===== src/core/pefgp_regs.vh =====
// register map, reset values and field positions of the port E / port F gpio block
// assumes byte addresses on a 32-bit ahb-lite bus, low 16 bits decoded
`ifndef PEFGP_REGS_VH
`define PEFGP_REGS_VH
`define PEFGP_ADDR_W 16
`define PEFGP_OFS_DIR_E 16'hFE3C
`define PEFGP_OFS_DIR_F 16'hFE3E
`define PEFGP_OFS_DATA_F 16'hFF0E
`define PEFGP_OFS_PINS_F 16'hFFBE
`define PEFGP_OFS_PUP_E 16'hFE44
`define PEFGP_OFS_DATA_E 16'hFF0C
`define PEFGP_OFS_CTRL 16'hFE40
`define PEFGP_DIR_F_RST_EXT 8'h80
`define PEFGP_DIR_F_RST_SC 8'h00
`define PEFGP_BYTE_RST 8'h00
`define PEFGP_UNDEF_READ 8'h00
`define PEFGP_CTRL_BUS16 0
`define PEFGP_CTRL_WAITE 1
`define PEFGP_CTRL_BRLE 2
`define PEFGP_CTRL_HOLD 3
`define PEFGP_CTRL_SSBY 4
`define PEFGP_CTRL_W 5
`define PEFGP_PF_CLK 7
`define PEFGP_PF_AS 6
`define PEFGP_PF_RD 5
`define PEFGP_PF_HWR 4
`define PEFGP_PF_WAIT 2
`define PEFGP_PF_BACK 1
`define PEFGP_PF_BUS_REQUEST_IN 0
`endif


===== src/core/pefgp_top.v =====
// port E / port F general purpose i/o with pull-up control and bus-function hand-over
// assumes one ahb-lite master, hclk at 50 MHz, pin inputs already synchronous to hclk
`timescale 1ns/1ps
`default_nettype none
`include "pefgp_regs.vh"

module pefgp_top
(
   input wire hclk,
   input wire hresetn,
   input wire hsel,
   input wire [31:0] haddr,
   input wire [1:0] htrans,
   input wire hwrite,
   input wire [2:0] hsize,
   input wire [31:0] hwdata,
   input wire hready,
   output reg [31:0] hrdata,
   output reg hreadyout,
   output reg hresp,
   input wire [2:0] mode,
   input wire hw_standby,
   input wire sys_clk_en,
   input wire address_strobe,
   input wire read_strobe,
   input wire high_byte_write_strobe,
   input wire bus_grant_out,
   output reg wait_in,
   output reg bus_request_in,
   input wire [7:0] data_bus_out,
   input wire data_bus_oe,
   output reg [7:0] data_bus_in,
   input wire [7:0] pe_in,
   output reg [7:0] pe_out,
   output reg [7:0] pe_oe,
   output reg [7:0] pe_pullup,
   input wire [7:0] pf_in,
   output reg [7:0] pf_out,
   output reg [7:0] pf_oe
);
   reg [7:0] dir_e_q;
   reg [7:0] data_e_q;
   reg [7:0] pull_up_ctrl_e_q;
   reg [7:0] dir_f_q;
   reg [7:0] data_f_q;
   reg [`PEFGP_CTRL_W-1:0] ctrl_q;
   reg wr_pend_q;
   reg [15:0] wr_addr_q;
   reg [7:0] pe_out_d;
   reg [7:0] pe_oe_d;
   reg [7:0] pe_pullup_d;
   reg [7:0] pf_out_d;
   reg [7:0] pf_oe_d;
   wire [7:0] pins_f_w;
   reg [31:0] rdata_d;
   reg hw_standby_q;
   wire ext_mode;
   wire sc_mode;
   wire bus16;
   wire waite;
   wire brle;
   wire hold_sel;
   wire soft_sby;
   wire pe_port;
   wire acc;
   wire [15:0] a16;
   wire [7:0] wbyte;
   wire clr_regs;
   genvar gi;

   assign ext_mode = (mode == 3'h4) || (mode == 3'h5) || (mode == 3'h6);
   assign sc_mode = (mode == 3'h7);
   assign bus16 = ctrl_q[`PEFGP_CTRL_BUS16];
   assign waite = ctrl_q[`PEFGP_CTRL_WAITE];
   assign brle = ctrl_q[`PEFGP_CTRL_BRLE];
   assign hold_sel = ctrl_q[`PEFGP_CTRL_HOLD];
   assign soft_sby = ctrl_q[`PEFGP_CTRL_SSBY];
   // port E is a port in mode 7 and in the external modes outside the 16-bit bus configuration
   assign pe_port = (ext_mode && !bus16) || sc_mode;
   assign acc = hsel && hready && htrans[1];
   assign a16 = haddr[15:0];
   assign wbyte = hwdata[7:0];

   // readback picks, bit by bit, the stored output level or the live pin
   generate
      for (gi = 0; gi < 8; gi = gi + 1)
      begin : g_pins_f
         assign pins_f_w[gi] = dir_f_q[gi] ? data_f_q[gi] : pf_in[gi];
      end
   endgenerate

   // registers write in the data phase following the address phase
   always @(posedge hclk or negedge hresetn)
   begin
      if (!hresetn)
      begin
         wr_pend_q <= 1'b0;
         wr_addr_q <= 16'h0000;
      end
      else
      begin
         wr_pend_q <= acc && hwrite;
         wr_addr_q <= a16;
      end
   end

   // hardware standby clears like reset and keeps clearing one cycle after it
   // drops; the flag starts set so the first clocked cycle also clears
   assign clr_regs = hw_standby || hw_standby_q;

   always @(posedge hclk or negedge hresetn)
   begin
      if (!hresetn)
      begin
         hw_standby_q <= 1'b1;
      end
      else
      begin
         hw_standby_q <= hw_standby;
      end
   end

   // software standby only gates pins; register contents stay put
   always @(posedge hclk or negedge hresetn)
   begin
      if (!hresetn)
      begin
         dir_e_q <= `PEFGP_BYTE_RST;
      end
      else if (clr_regs)
      begin
         dir_e_q <= `PEFGP_BYTE_RST;
      end
      else if (wr_pend_q && (wr_addr_q == `PEFGP_OFS_DIR_E))
      begin
         dir_e_q <= wbyte;
      end
   end

   always @(posedge hclk or negedge hresetn)
   begin
      if (!hresetn)
      begin
         data_e_q <= `PEFGP_BYTE_RST;
      end
      else if (clr_regs)
      begin
         data_e_q <= `PEFGP_BYTE_RST;
      end
      else if (wr_pend_q && (wr_addr_q == `PEFGP_OFS_DATA_E))
      begin
         data_e_q <= wbyte;
      end
   end

   always @(posedge hclk or negedge hresetn)
   begin
      if (!hresetn)
      begin
         pull_up_ctrl_e_q <= `PEFGP_BYTE_RST;
      end
      else if (clr_regs)
      begin
         pull_up_ctrl_e_q <= `PEFGP_BYTE_RST;
      end
      else if (wr_pend_q && (wr_addr_q == `PEFGP_OFS_PUP_E))
      begin
         pull_up_ctrl_e_q <= wbyte;
      end
   end

   // the mode strap is only valid after reset release, so dir_f takes its
   // mode-dependent value from hardware standby or the first clocked cycle
   always @(posedge hclk or negedge hresetn)
   begin
      if (!hresetn)
      begin
         dir_f_q <= `PEFGP_DIR_F_RST_SC;
      end
      else if (clr_regs)
      begin
         dir_f_q <= ext_mode ? `PEFGP_DIR_F_RST_EXT : `PEFGP_DIR_F_RST_SC;
      end
      else if (wr_pend_q && (wr_addr_q == `PEFGP_OFS_DIR_F))
      begin
         dir_f_q <= wbyte;
      end
   end

   always @(posedge hclk or negedge hresetn)
   begin
      if (!hresetn)
      begin
         data_f_q <= `PEFGP_BYTE_RST;
      end
      else if (clr_regs)
      begin
         data_f_q <= `PEFGP_BYTE_RST;
      end
      else if (wr_pend_q && (wr_addr_q == `PEFGP_OFS_DATA_F))
      begin
         data_f_q <= wbyte;
      end
   end

   // control bits select bus width, wait, bus release, hold and standby
   always @(posedge hclk or negedge hresetn)
   begin
      if (!hresetn)
      begin
         ctrl_q <= {`PEFGP_CTRL_W{1'b0}};
      end
      else if (clr_regs)
      begin
         ctrl_q <= {`PEFGP_CTRL_W{1'b0}};
      end
      else if (wr_pend_q && (wr_addr_q == `PEFGP_OFS_CTRL))
      begin
         ctrl_q <= hwdata[`PEFGP_CTRL_W-1:0];
      end
   end

   // pin mux for both ports
   always @*
   begin
      pe_out_d = data_e_q;
      pe_oe_d = 8'h00;
      pe_pullup_d = 8'h00;
      if (ext_mode && bus16)
      begin
         pe_out_d = data_bus_out;
         pe_oe_d = {8{data_bus_oe}};
      end
      else if (pe_port)
      begin
         pe_oe_d = dir_e_q;
         pe_pullup_d = ~dir_e_q & pull_up_ctrl_e_q;
      end
      pf_out_d = data_f_q;
      pf_oe_d = dir_f_q;
      pf_out_d[`PEFGP_PF_CLK] = sys_clk_en;
      if (ext_mode)
      begin
         pf_out_d[`PEFGP_PF_AS] = address_strobe;
         pf_out_d[`PEFGP_PF_RD] = read_strobe;
         pf_out_d[`PEFGP_PF_HWR] = high_byte_write_strobe;
         pf_oe_d[6:4] = 3'h7;
         if (waite)
         begin
            pf_oe_d[`PEFGP_PF_WAIT] = 1'b0;
         end
         if (brle)
         begin
            pf_out_d[`PEFGP_PF_BACK] = bus_grant_out;
            pf_oe_d[`PEFGP_PF_BACK] = 1'b1;
            pf_oe_d[`PEFGP_PF_BUS_REQUEST_IN] = 1'b0;
         end
         // strobes float in software standby unless hold is selected
         if (soft_sby && !hold_sel)
         begin
            pf_oe_d[6:4] = 3'h0;
            if (brle)
            begin
               pf_oe_d[`PEFGP_PF_BACK] = 1'b0;
            end
         end
      end
      rdata_d = 32'h00000000;
      case (a16)
         `PEFGP_OFS_DIR_F: rdata_d[7:0] = `PEFGP_UNDEF_READ;
         `PEFGP_OFS_DIR_E: rdata_d[7:0] = `PEFGP_UNDEF_READ;
         `PEFGP_OFS_DATA_F: rdata_d[7:0] = data_f_q;
         `PEFGP_OFS_DATA_E: rdata_d[7:0] = data_e_q;
         `PEFGP_OFS_PINS_F: rdata_d[7:0] = pins_f_w;
         `PEFGP_OFS_PUP_E: rdata_d[7:0] = pull_up_ctrl_e_q;
         `PEFGP_OFS_CTRL: rdata_d[`PEFGP_CTRL_W-1:0] = ctrl_q;
         default: rdata_d = 32'h00000000;
      endcase
   end

   // outputs registered; in software standby with hold selected the strobe
   // pins keep the last driven level, which is what holding means here
   always @(posedge hclk or negedge hresetn)
   begin
      if (!hresetn)
      begin
         hrdata <= 32'h00000000;
         hreadyout <= 1'b1;
         hresp <= 1'b0;
         wait_in <= 1'b1;
         bus_request_in <= 1'b1;
         data_bus_in <= 8'h00;
         pe_out <= 8'h00;
         pe_oe <= 8'h00;
         pe_pullup <= 8'h00;
         pf_out <= 8'h00;
         pf_oe <= 8'h00;
      end
      else
      begin
         hreadyout <= 1'b1;
         hresp <= 1'b0;
         if (acc && !hwrite)
         begin
            hrdata <= rdata_d;
         end
         wait_in <= (ext_mode && waite) ? pf_in[`PEFGP_PF_WAIT] : 1'b1;
         bus_request_in <= (ext_mode && brle) ? pf_in[`PEFGP_PF_BUS_REQUEST_IN] : 1'b1;
         data_bus_in <= pe_in;
         pe_out <= pe_out_d;
         pe_oe <= pe_oe_d;
         pe_pullup <= (hw_standby || hw_standby_q) ? 8'h00 : pe_pullup_d;
         if (ext_mode && soft_sby && hold_sel)
         begin
            pf_out <= {pf_out_d[7], pf_out[6:4], pf_out_d[3:0]};
         end
         else
         begin
            pf_out <= pf_out_d;
         end
         pf_oe <= pf_oe_d;
      end
   end
endmodule
`default_nettype wire


===== config.mk =====
export PLATFORM = sky130hd
export DESIGN_NAME = pefgp_top
export DESIGN_NICKNAME = d
export VERILOG_FILES = /design/src/core/pefgp_top.v
export VERILOG_INCLUDE_DIRS = /design/src /design/src/core
export SDC_FILE = /design/constraint.sdc
export NUM_CORES = 1
export LEC_CHECK = 0
export BUFFER_PORTS_ARGS = -buffer_cell sky130_fd_sc_hd__buf_4
export CAP_MARGIN = 0
export CORE_MARGIN = 5
export CORE_UTILIZATION = 35
export CTS_CLUSTER_DIAMETER = 40
export CTS_CLUSTER_SIZE = 20
export DETAILED_ROUTE_END_ITERATION = 8
export PLACE_DENSITY_LB_ADDON = 0.12
export SYNTH_ARGS = -nofsm -noshare
export SYNTH_HDL_FRONTEND = slang
export SYNTH_SLANG_ARGS = --single-unit

===== constraint.sdc =====
create_clock -name hclk -period 1.7 [get_ports hclk]
set_input_delay 0.17 -clock hclk [delete_from_list [all_inputs] [get_ports hclk]]
set_output_delay 0.17 -clock hclk [all_outputs]
set_load 0.03 [all_outputs]

==> impl_metrics.xml, run 1 <==
<?xml version="1.0" encoding="UTF-8"?>
<metrics>
  <group name="placement">
    <metric name="port_buffers" unit="">121</metric>
    <metric name="gp_congestion" unit="">0.813</metric>
    <metric name="dpl.hpwl" unit="um">9660</metric>
    <metric name="dp.cells" unit="">731</metric>
  </group>
  <group name="global_routing">
    <metric name="antenna_found_initial" unit="">0</metric>
    <metric name="first_global_vias" unit="">3959</metric>
    <metric name="grt.total_usage" unit="%">16.4</metric>
    <metric name="grt_max_degree" unit="">45</metric>
    <metric name="grt_pass1_wl" unit="um">21100</metric>
    <metric name="grt.overflow.total" unit="">0</metric>
  </group>
  <group name="timing">
    <metric name="hold_violations" unit="">0</metric>
    <metric name="clock_skew" unit="ns">0.00804</metric>
    <metric name="final-max-slew-violation-count" unit="">0</metric>
    <metric name="period_needed" unit="ns">1.79</metric>
    <metric name="final_min_period_over_clock_period" unit="%">106</metric>
    <metric name="rsz0062_at_grt" unit="">yes</metric>
    <metric name="hold_slack" unit="ns">0.0190</metric>
    <metric name="fmax" unit="MHz">557</metric>
    <metric name="worst_slack" unit="ns">-0.0947</metric>
    <metric name="finalSetupViolations" unit="">13</metric>
  </group>
  <group name="setup_path">
    <metric name="startpoint" unit="">wr_addr_q[7]$_DFF_PN0_</metric>
    <metric name="endpoint_required_time_on_the_critical_path" unit="ns">1.99</metric>
    <metric name="worst-r2r-cell-count" unit="">6</metric>
    <metric name="crit_path_start_kind" unit="">flip-flop</metric>
    <metric name="cp_cell_sequence" unit="">nand4bb_4, or4_4, or3_4, buf_12, nand3_1, o21ai_2</metric>
    <metric name="worst_r2r_startpoint" unit="">wr_addr_q[7]$_DFF_PN0_</metric>
    <metric name="worstSetupPathType" unit="">reg -&gt; reg</metric>
    <metric name="critical-path-slowest-cell" unit="">or4_4</metric>
    <metric name="path_max_fanout" unit="">16</metric>
    <metric name="critPathTopFamily" unit="">simple AND/OR/NAND/NOR gates</metric>
    <metric name="critical_path.n_buffers_inverters" unit="">1</metric>
    <metric name="max_stage_delay" unit="ns">0.43</metric>
    <metric name="worstSetupPathDepth" unit="">6</metric>
    <metric name="crit_end" unit="">pull_up_ctrl_e_q[1]$_DFFE_PN0P_</metric>
    <metric name="worst-r2r-setup-slack" unit="ns">-0.09</metric>
    <metric name="arrival_time_worst_endpoint" unit="ns">2.09</metric>
    <metric name="rr_endpoint" unit="">pull_up_ctrl_e_q[1]$_DFFE_PN0P_</metric>
    <metric name="worstSetupEndpointType" unit="">flip-flop</metric>
  </group>
  <group name="cells_and_area">
    <metric name="register_area" unit="um^2">3030</metric>
    <metric name="final_core_utilization" unit="%">52.6</metric>
    <metric name="diodes" unit="">0</metric>
    <metric name="multi_input_comb_area" unit="um^2">1810</metric>
    <metric name="finish.cell_count_without_fillers" unit="">800</metric>
    <metric name="syn_to_final_growth" unit="%">46.9</metric>
    <metric name="nFillCells" unit="">1216</metric>
    <metric name="num-nets-final" unit="">715</metric>
    <metric name="drive_gt1_share" unit="%">38.4</metric>
  </group>
  <group name="floorplanning">
    <metric name="die-height" unit="um">129</metric>
    <metric name="die_area" unit="um^2">16700</metric>
    <metric name="die_width" unit="um">129</metric>
    <metric name="floorplan.core_area" unit="um^2">13900</metric>
    <metric name="site_rows" unit="">43</metric>
    <metric name="pin_count" unit="">192</metric>
    <metric name="start_util" unit="%">35.8</metric>
  </group>
  <group name="clock_network">
    <metric name="cts_inserted_buffers" unit="">17</metric>
    <metric name="clock_sink_count" unit="">121</metric>
    <metric name="postCtsSetupRepairBufs" unit="">0</metric>
    <metric name="clock_path_buffers" unit="">2</metric>
    <metric name="clock_tree_from_tritoncts" unit="">built</metric>
    <metric name="root_buffer_cell" unit="">clkbuf_16</metric>
    <metric name="clkSlewWorstSetupHoldPaths" unit="ns">0.06</metric>
    <metric name="clock_latency" unit="ns">0.41</metric>
    <metric name="maximum_level_of_the_cts_h_tree" unit="">4</metric>
  </group>
  <group name="synth">
    <metric name="synth_area_leader_cell" unit="">dfrtp_1</metric>
    <metric name="yosys_warnings" unit="">0</metric>
    <metric name="post_synth_main_area_contributors" unit="">dfrtp_1, mux2_2, buf_4, mux2i_1, nand3_1</metric>
    <metric name="yosysMostFrequentCell" unit="">dfrtp_1</metric>
    <metric name="async_set_or_reset_flop_fraction_in_the_synthesized_netlist" unit="%">100</metric>
    <metric name="synthTopCellsByCount" unit="">dfrtp_1, nand2_1, nand3_1, buf_4, o21ai_0</metric>
    <metric name="dominantRegCellSynth" unit="">dfrtp_1</metric>
    <metric name="synth.yosys.seq_area_share" unit="%">60.7</metric>
    <metric name="synthesis.area" unit="um^2">4990</metric>
    <metric name="postSynthAreaPerCell" unit="um^2">12.1</metric>
    <metric name="number_of_distinct_library_cells_after_synthesis" unit="">48</metric>
    <metric name="postSynthCellCount" unit="">412</metric>
    <metric name="fraction_of_synthesized_cell_area_taken_by_the_top_area_cell_type" unit="%">59.2</metric>
    <metric name="synth_seq_cells" unit="">121</metric>
    <metric name="synth_edf_count" unit="">0</metric>
  </group>
  <group name="run_status">
    <metric name="run_status" unit="">complete, but fails checks</metric>
    <metric name="violations_in_the_final_reports" unit="">negative setup slack</metric>
  </group>
  <group name="routing">
    <metric name="vias_per_cell" unit="">4.72</metric>
    <metric name="drt-initial-drc-count" unit="">191</metric>
    <metric name="drc" unit="">0</metric>
    <metric name="routed-via-count" unit="">3775</metric>
    <metric name="final_antenna_net_count" unit="">0</metric>
    <metric name="total_detailed_routing_wirelength" unit="um">13300</metric>
    <metric name="detailedRoute.firstPassIterationCount" unit="">4</metric>
    <metric name="average_wire_per_cell_in_the_routed_design" unit="um">16.7</metric>
  </group>
  <group name="power">
    <metric name="pwr_density_cell" unit="nW/um^2">1030</metric>
    <metric name="ir_worst_vdd" unit="V">0.000683</metric>
    <metric name="total_power" unit="uW">7570</metric>
    <metric name="power_leakage" unit="uW">0.00363</metric>
  </group>
  <group name="min_path">
    <metric name="hp-class" unit="">in -&gt; reg</metric>
  </group>
  <group name="job">
    <metric name="cap_viol_max_count" unit="">0</metric>
  </group>
</metrics>
-- worst min-delay path by stage --
stage / depth (start not counted) / startpoint / endpoint
2_1_floorplan: 0 / hresetn / ctrl_q[0]$_DFFE_PN0P_
3_3_place_gp: 1 / hresetn / pe_pullup[5]$_DFF_PN0_
3_5_place_dp: 1 / hresetn / pe_oe[5]$_DFF_PN0_
4_1_cts: 3 / hwrite / wr_pend_q$_DFF_PN0_
5_1_grt: 2 / haddr[1] / wr_addr_q[1]$_DFF_PN0_
6_report: 3 / hwrite / wr_pend_q$_DFF_PN0_
-- placed cells by master (no fill, tap or decap), drive strengths merged, types with 5 or more instances in the layout --
master and n:
buf 157, dfrtp 118, dlygate4sd3 35, nand2 34, nand3 34, o21ai 33
conb 26, clkbuf 22, nor2 21, mux2 20, mux2i 18, nor3b 8
a21o 8, inv 8, nor4 8, a21boi 7, nand4 5, a22oi 5
o311ai 5, o22a 5
-- sequential cells by signal, summed over array words and instances (netlist names), 5 cells and up --
| name | count |
|---|---|
| ctrl_q | 5 |
| dir_e_q | 8 |
| pe_oe | 8 |
| pf_oe | 8 |
| hrdata | 8 |
| pull_up_ctrl_e_q | 8 |
| pf_out | 8 |
| wr_addr_q | 16 |
| data_e_q | 8 |
| dir_f_q | 8 |
| pe_out | 8 |
| pe_pullup | 8 |
| data_bus_in | 8 |
| data_f_q | 8 |
-- report_power, final --
| group | total [uW] | internal [uW] | leakage [uW] | switching [uW] |
|---|---|---|---|---|
| Clock | 3890 | 2610 | 0.000317 | 1280 |
| Combinational | 685 | 291 | 0.00172 | 395 |
| Sequential | 2990 | 2950 | 0.00160 | 39.5 |
| Total | 7570 | 5860 | 0.00363 | 1710 |
-- metrics by stage --
| stage | setup WS [ns] | setup TNS [ns] | cell area [um^2] |
|---|---|---|---|
| 2_1_floorplan | -0.110 | -0.466 | 5080 |
| 3_3_place_gp | -0.0936 | -1.14 | 6230 |
| 3_5_place_dp | -0.112 | -1.59 | 6230 |
| 4_1_cts | -0.0837 | -0.941 | 7280 |
| 5_1_grt | -0.150 | -1.88 | 7330 |
| 6_report | -0.0947 | -0.977 | 7330 |
-- routing by layer --
| layer | track usage [%] | wire length [um] | part of all wire (%) | up-vias |
|---|---|---|---|---|
| li1 | - | - | - | 1819 |
| met1 | 22.4 | 5990 | 45 | 1832 |
| met2 | 26.2 | 6380 | 48 | 112 |
| met3 | 4.12 | 848 | 6.4 | 12 |
| met4 | 4.22 | 119 | 0.89 | 0 |
| met5 | 0 | 0 | 0 | - |
-- cell families (layout without fill, tap and decap cells) --
logic type	count (synthesis)	in the layout	synth area share, %
multiplexers	38	38	8.12
AO/OA/AOI/OAI	73	73	10.2
flip-flops	121	121	60.7
buffers and inverters	47	231	6.04
AND/OR/NAND/NOR	131	131	14.8
other	2	26	0.150
-- cell type report --
type	count	share of cell area, %
Inverter	7	0.358
Multi-Input combinational cell	268	24.6
Sequential cell	121	41.3
Timing Repair Buffer	192	21.8
Clock inverter	10	2.24
Tap cell	180	3.07
Clock buffer	22	6.60
-- worst min-delay path: stages --
cell and delay (ns):
buf_4 0.11, inv_1 0.06, nor2_1 0.04
-- timing repair --
action,in CTS,in global routing
gates resized for setup,12,11
cloned,1,1
hold endpoints to repair,66,0
pin swaps,1,2
hold buffers,35,0
endpoints found under the setup margin,29,45
Note: power is estimated with default switching activity, not from simulation.
==> run 2: changes to the inputs <==
--- a/config.mk
+++ b/config.mk
@@ -8,6 +8,7 @@
 export LEC_CHECK = 0
 export BUFFER_PORTS_ARGS = -buffer_cell sky130_fd_sc_hd__buf_4
 export CAP_MARGIN = 0
+export CORE_ASPECT_RATIO = 1.4
 export CORE_MARGIN = 5
 export CORE_UTILIZATION = 35
 export CTS_CLUSTER_DIAMETER = 40
==> constraint.sdc (replaced) <==
create_clock -name hclk -period 1.7 [get_ports hclk]
set_input_delay 0.17 -clock hclk [delete_from_list [all_inputs] [get_ports hclk]]
set_output_delay 0.17 -clock hclk [all_outputs]
set_load 0.01 [all_outputs]
==> impl_metrics.xml, run 2 (synthesis results as in run 1) <==
<?xml version="1.0" encoding="UTF-8"?>
<metrics>
  <group name="routing">
    <metric name="average_wire_per_cell_in_the_routed_design" unit="um">17.0</metric>
    <metric name="total_detailed_routing_wirelength" unit="um">13700</metric>
    <metric name="routed-via-count" unit="">3869</metric>
    <metric name="final_antenna_net_count" unit="">0</metric>
    <metric name="drt-initial-drc-count" unit="">131</metric>
    <metric name="drc" unit="">0</metric>
    <metric name="vias_per_cell" unit="">4.78</metric>
    <metric name="detailedRoute.firstPassIterationCount" unit="">4</metric>
  </group>
  <group name="floorplanning">
    <metric name="site_rows" unit="">51</metric>
    <metric name="die-height" unit="um">151</metric>
    <metric name="floorplan.core_area" unit="um^2">14000</metric>
    <metric name="start_util" unit="%">35.7</metric>
    <metric name="die_area" unit="um^2">16800</metric>
    <metric name="pin_count" unit="">192</metric>
    <metric name="die_width" unit="um">111</metric>
  </group>
  <group name="setup_path">
    <metric name="endpoint_required_time_on_the_critical_path" unit="ns">1.99</metric>
    <metric name="arrival_time_worst_endpoint" unit="ns">2.06</metric>
    <metric name="crit_path_start_kind" unit="">flip-flop</metric>
    <metric name="worstSetupPathType" unit="">reg -&gt; reg</metric>
    <metric name="cp_cell_sequence" unit="">nand4bb_4, or4_4, or3_4, nand3_1, o21ai_2</metric>
    <metric name="max_stage_delay" unit="ns">0.47</metric>
    <metric name="critical-path-slowest-cell" unit="">or4_4</metric>
    <metric name="worstSetupEndpointType" unit="">flip-flop</metric>
    <metric name="critPathTopFamily" unit="">simple AND/OR/NAND/NOR gates</metric>
    <metric name="critical_path.n_buffers_inverters" unit="">0</metric>
    <metric name="path_max_fanout" unit="">8</metric>
  </group>
  <group name="power">
    <metric name="power_leakage" unit="uW">0.00362</metric>
    <metric name="ir_worst_vdd" unit="V">0.000584</metric>
    <metric name="pwr_density_cell" unit="nW/um^2">977</metric>
  </group>
  <group name="global_routing">
    <metric name="first_global_vias" unit="">4028</metric>
    <metric name="grt.overflow.total" unit="">0</metric>
    <metric name="grt_pass1_wl" unit="um">21100</metric>
    <metric name="fraction_of_met3_tracks_used_by_global_routing" unit="%">3.48</metric>
    <metric name="antenna_found_initial" unit="">0</metric>
    <metric name="grt_max_degree" unit="">48</metric>
    <metric name="grt.total_usage" unit="%">16.1</metric>
    <metric name="gr-usage-met2" unit="%">28.0</metric>
    <metric name="grt.met1_usage" unit="%">19.2</metric>
    <metric name="grt_most_used_layer" unit="">met2</metric>
  </group>
  <group name="clock_network">
    <metric name="cts_inserted_buffers" unit="">17</metric>
    <metric name="clkSlewWorstSetupHoldPaths" unit="ns">0.05</metric>
    <metric name="root_buffer_cell" unit="">clkbuf_16</metric>
    <metric name="clock_sink_count" unit="">121</metric>
    <metric name="clock_path_buffers" unit="">2</metric>
    <metric name="maximum_level_of_the_cts_h_tree" unit="">4</metric>
    <metric name="clock_latency" unit="ns">0.40</metric>
    <metric name="clock_tree_from_tritoncts" unit="">built</metric>
  </group>
  <group name="cells_and_area">
    <metric name="largest_register_ff_count" unit="">16</metric>
    <metric name="nFillCells" unit="">1275</metric>
    <metric name="final_area" unit="um^2">7320</metric>
    <metric name="layout_common_cells" unit="">buf_4, dfrtp_1, nand2_1, dlygate4sd3_1, nand3_1</metric>
    <metric name="drive_gt1_share" unit="%">39.4</metric>
    <metric name="largest-register" unit="">wr_addr_q</metric>
    <metric name="finish.cell_count_without_fillers" unit="">809</metric>
    <metric name="syn_to_final_growth" unit="%">46.6</metric>
    <metric name="final_common_cell" unit="">buf_4</metric>
    <metric name="num-nets-final" unit="">720</metric>
    <metric name="diodes" unit="">0</metric>
  </group>
  <group name="min_path">
    <metric name="hp-class" unit="">in -&gt; reg</metric>
  </group>
  <group name="run_status">
    <metric name="run_status" unit="">complete, but fails checks</metric>
    <metric name="violations_in_the_final_reports" unit="">negative setup slack</metric>
  </group>
  <group name="job">
    <metric name="cap_viol_max_count" unit="">0</metric>
  </group>
  <group name="timing">
    <metric name="worst_slack" unit="ns">-0.0715</metric>
    <metric name="hold_slack" unit="ns">0.0162</metric>
    <metric name="period_needed" unit="ns">1.77</metric>
    <metric name="rsz0062_at_grt" unit="">yes</metric>
    <metric name="slew_headroom" unit="%">60.4</metric>
    <metric name="finalSetupViolations" unit="">12</metric>
    <metric name="transition_time_at_the_pin_with_the_least_slew_margin" unit="ns">0.588</metric>
    <metric name="setup-tns-final" unit="ns">-0.464</metric>
    <metric name="clock_skew" unit="ns">0.00704</metric>
    <metric name="final_min_period_over_clock_period" unit="%">104</metric>
    <metric name="fmax" unit="MHz">565</metric>
    <metric name="final-max-slew-violation-count" unit="">0</metric>
    <metric name="hold_violations" unit="">0</metric>
  </group>
  <group name="placement">
    <metric name="dp.cells" unit="">742</metric>
    <metric name="gp_congestion" unit="">0.796</metric>
    <metric name="placed_cell_area" unit="um^2">6290</metric>
    <metric name="dpl.hpwl" unit="um">9840</metric>
    <metric name="port_buffers" unit="">121</metric>
    <metric name="place_worst_setup_slack" unit="ns">-0.111</metric>
  </group>
</metrics>
[run 2: through the flow]
stage               total power, uW  utilization (%)
floorplan                      3240                -
global placement               3540             45.0
detailed placement             3540             45.0
CTS                            7210             51.6
global route                   7400             52.4
finish                         7150             52.4
[run 2: timing repair]
action / 4_1_cts / 5_1_grt
resized for setup: 2 / 22
setup buffers: 0 / 1
setup endpoints to repair: 13 / 45
hold buffers: 34 / 0
pin swaps: 1 / 9
hold endpoints to repair: 59 / 0
cloned: 1 / 1
[run 2: per-layer routing]
layer / part of all wire (%) / up-vias
met5: 0 / -
met2: 53 / 128
met1: 40 / 1897
met3: 5.1 / 18
li1: - / 1826
met4: 2.3 / 0
[run 2: final timing paths]
kind,from,to,slack (ns),cells past startpoint
setup reg to reg,wr_addr_q[7]$_DFF_PN0_,pull_up_ctrl_e_q[3]$_DFFE_PN0P_,-0.07,5
max in group asynchronous,hresetn,pull_up_ctrl_e_q[2]$_DFFE_PN0P_,0.87,3
hold / removal,data_bus_out[4],pe_out[4]$_DFF_PN0_,0.02,2
hold reg to reg,data_f_q[2]$_DFFE_PN0P_,pf_out[2]$_DFF_PN0_,0.40,0
setup / recovery,wr_addr_q[7]$_DFF_PN0_,pull_up_ctrl_e_q[3]$_DFFE_PN0P_,-0.07,5
min in group asynchronous,hresetn,pe_pullup[7]$_DFF_PN0_,0.24,2
[run 2: final cells by class]
cell class | instances | area [um^2] | area share, %
clock buffers | 24 | 502 | 6.86
clock inverters | 7 | 90.1 | 1.23
inverters | 7 | 26.3 | 0.359
multi-input cells | 269 | 1840 | 25.2
flip-flops and latches | 121 | 3030 | 41.4
well taps | 185 | 231 | 3.16
repair buffers | 196 | 1590 | 21.8
[run 2: power by group]
part | total [uW] | switching, uW | internal [uW] | leakage [uW]
clock | 3580 | 1240 | 2340 | 0.000288
sequential | 2990 | 39.1 | 2950 | 0.00160
combinational | 572 | 277 | 294 | 0.00173
total | 7150 | 1560 | 5580 | 0.00362
[run 2: worst reg2reg max path, stage by stage, from the launching register on]
cell	delay [ns]
dfrtp_1	0.36
nand4bb_4	0.22
or4_4	0.47
or3_4	0.43
nand3_1	0.13
o21ai_2	0.06
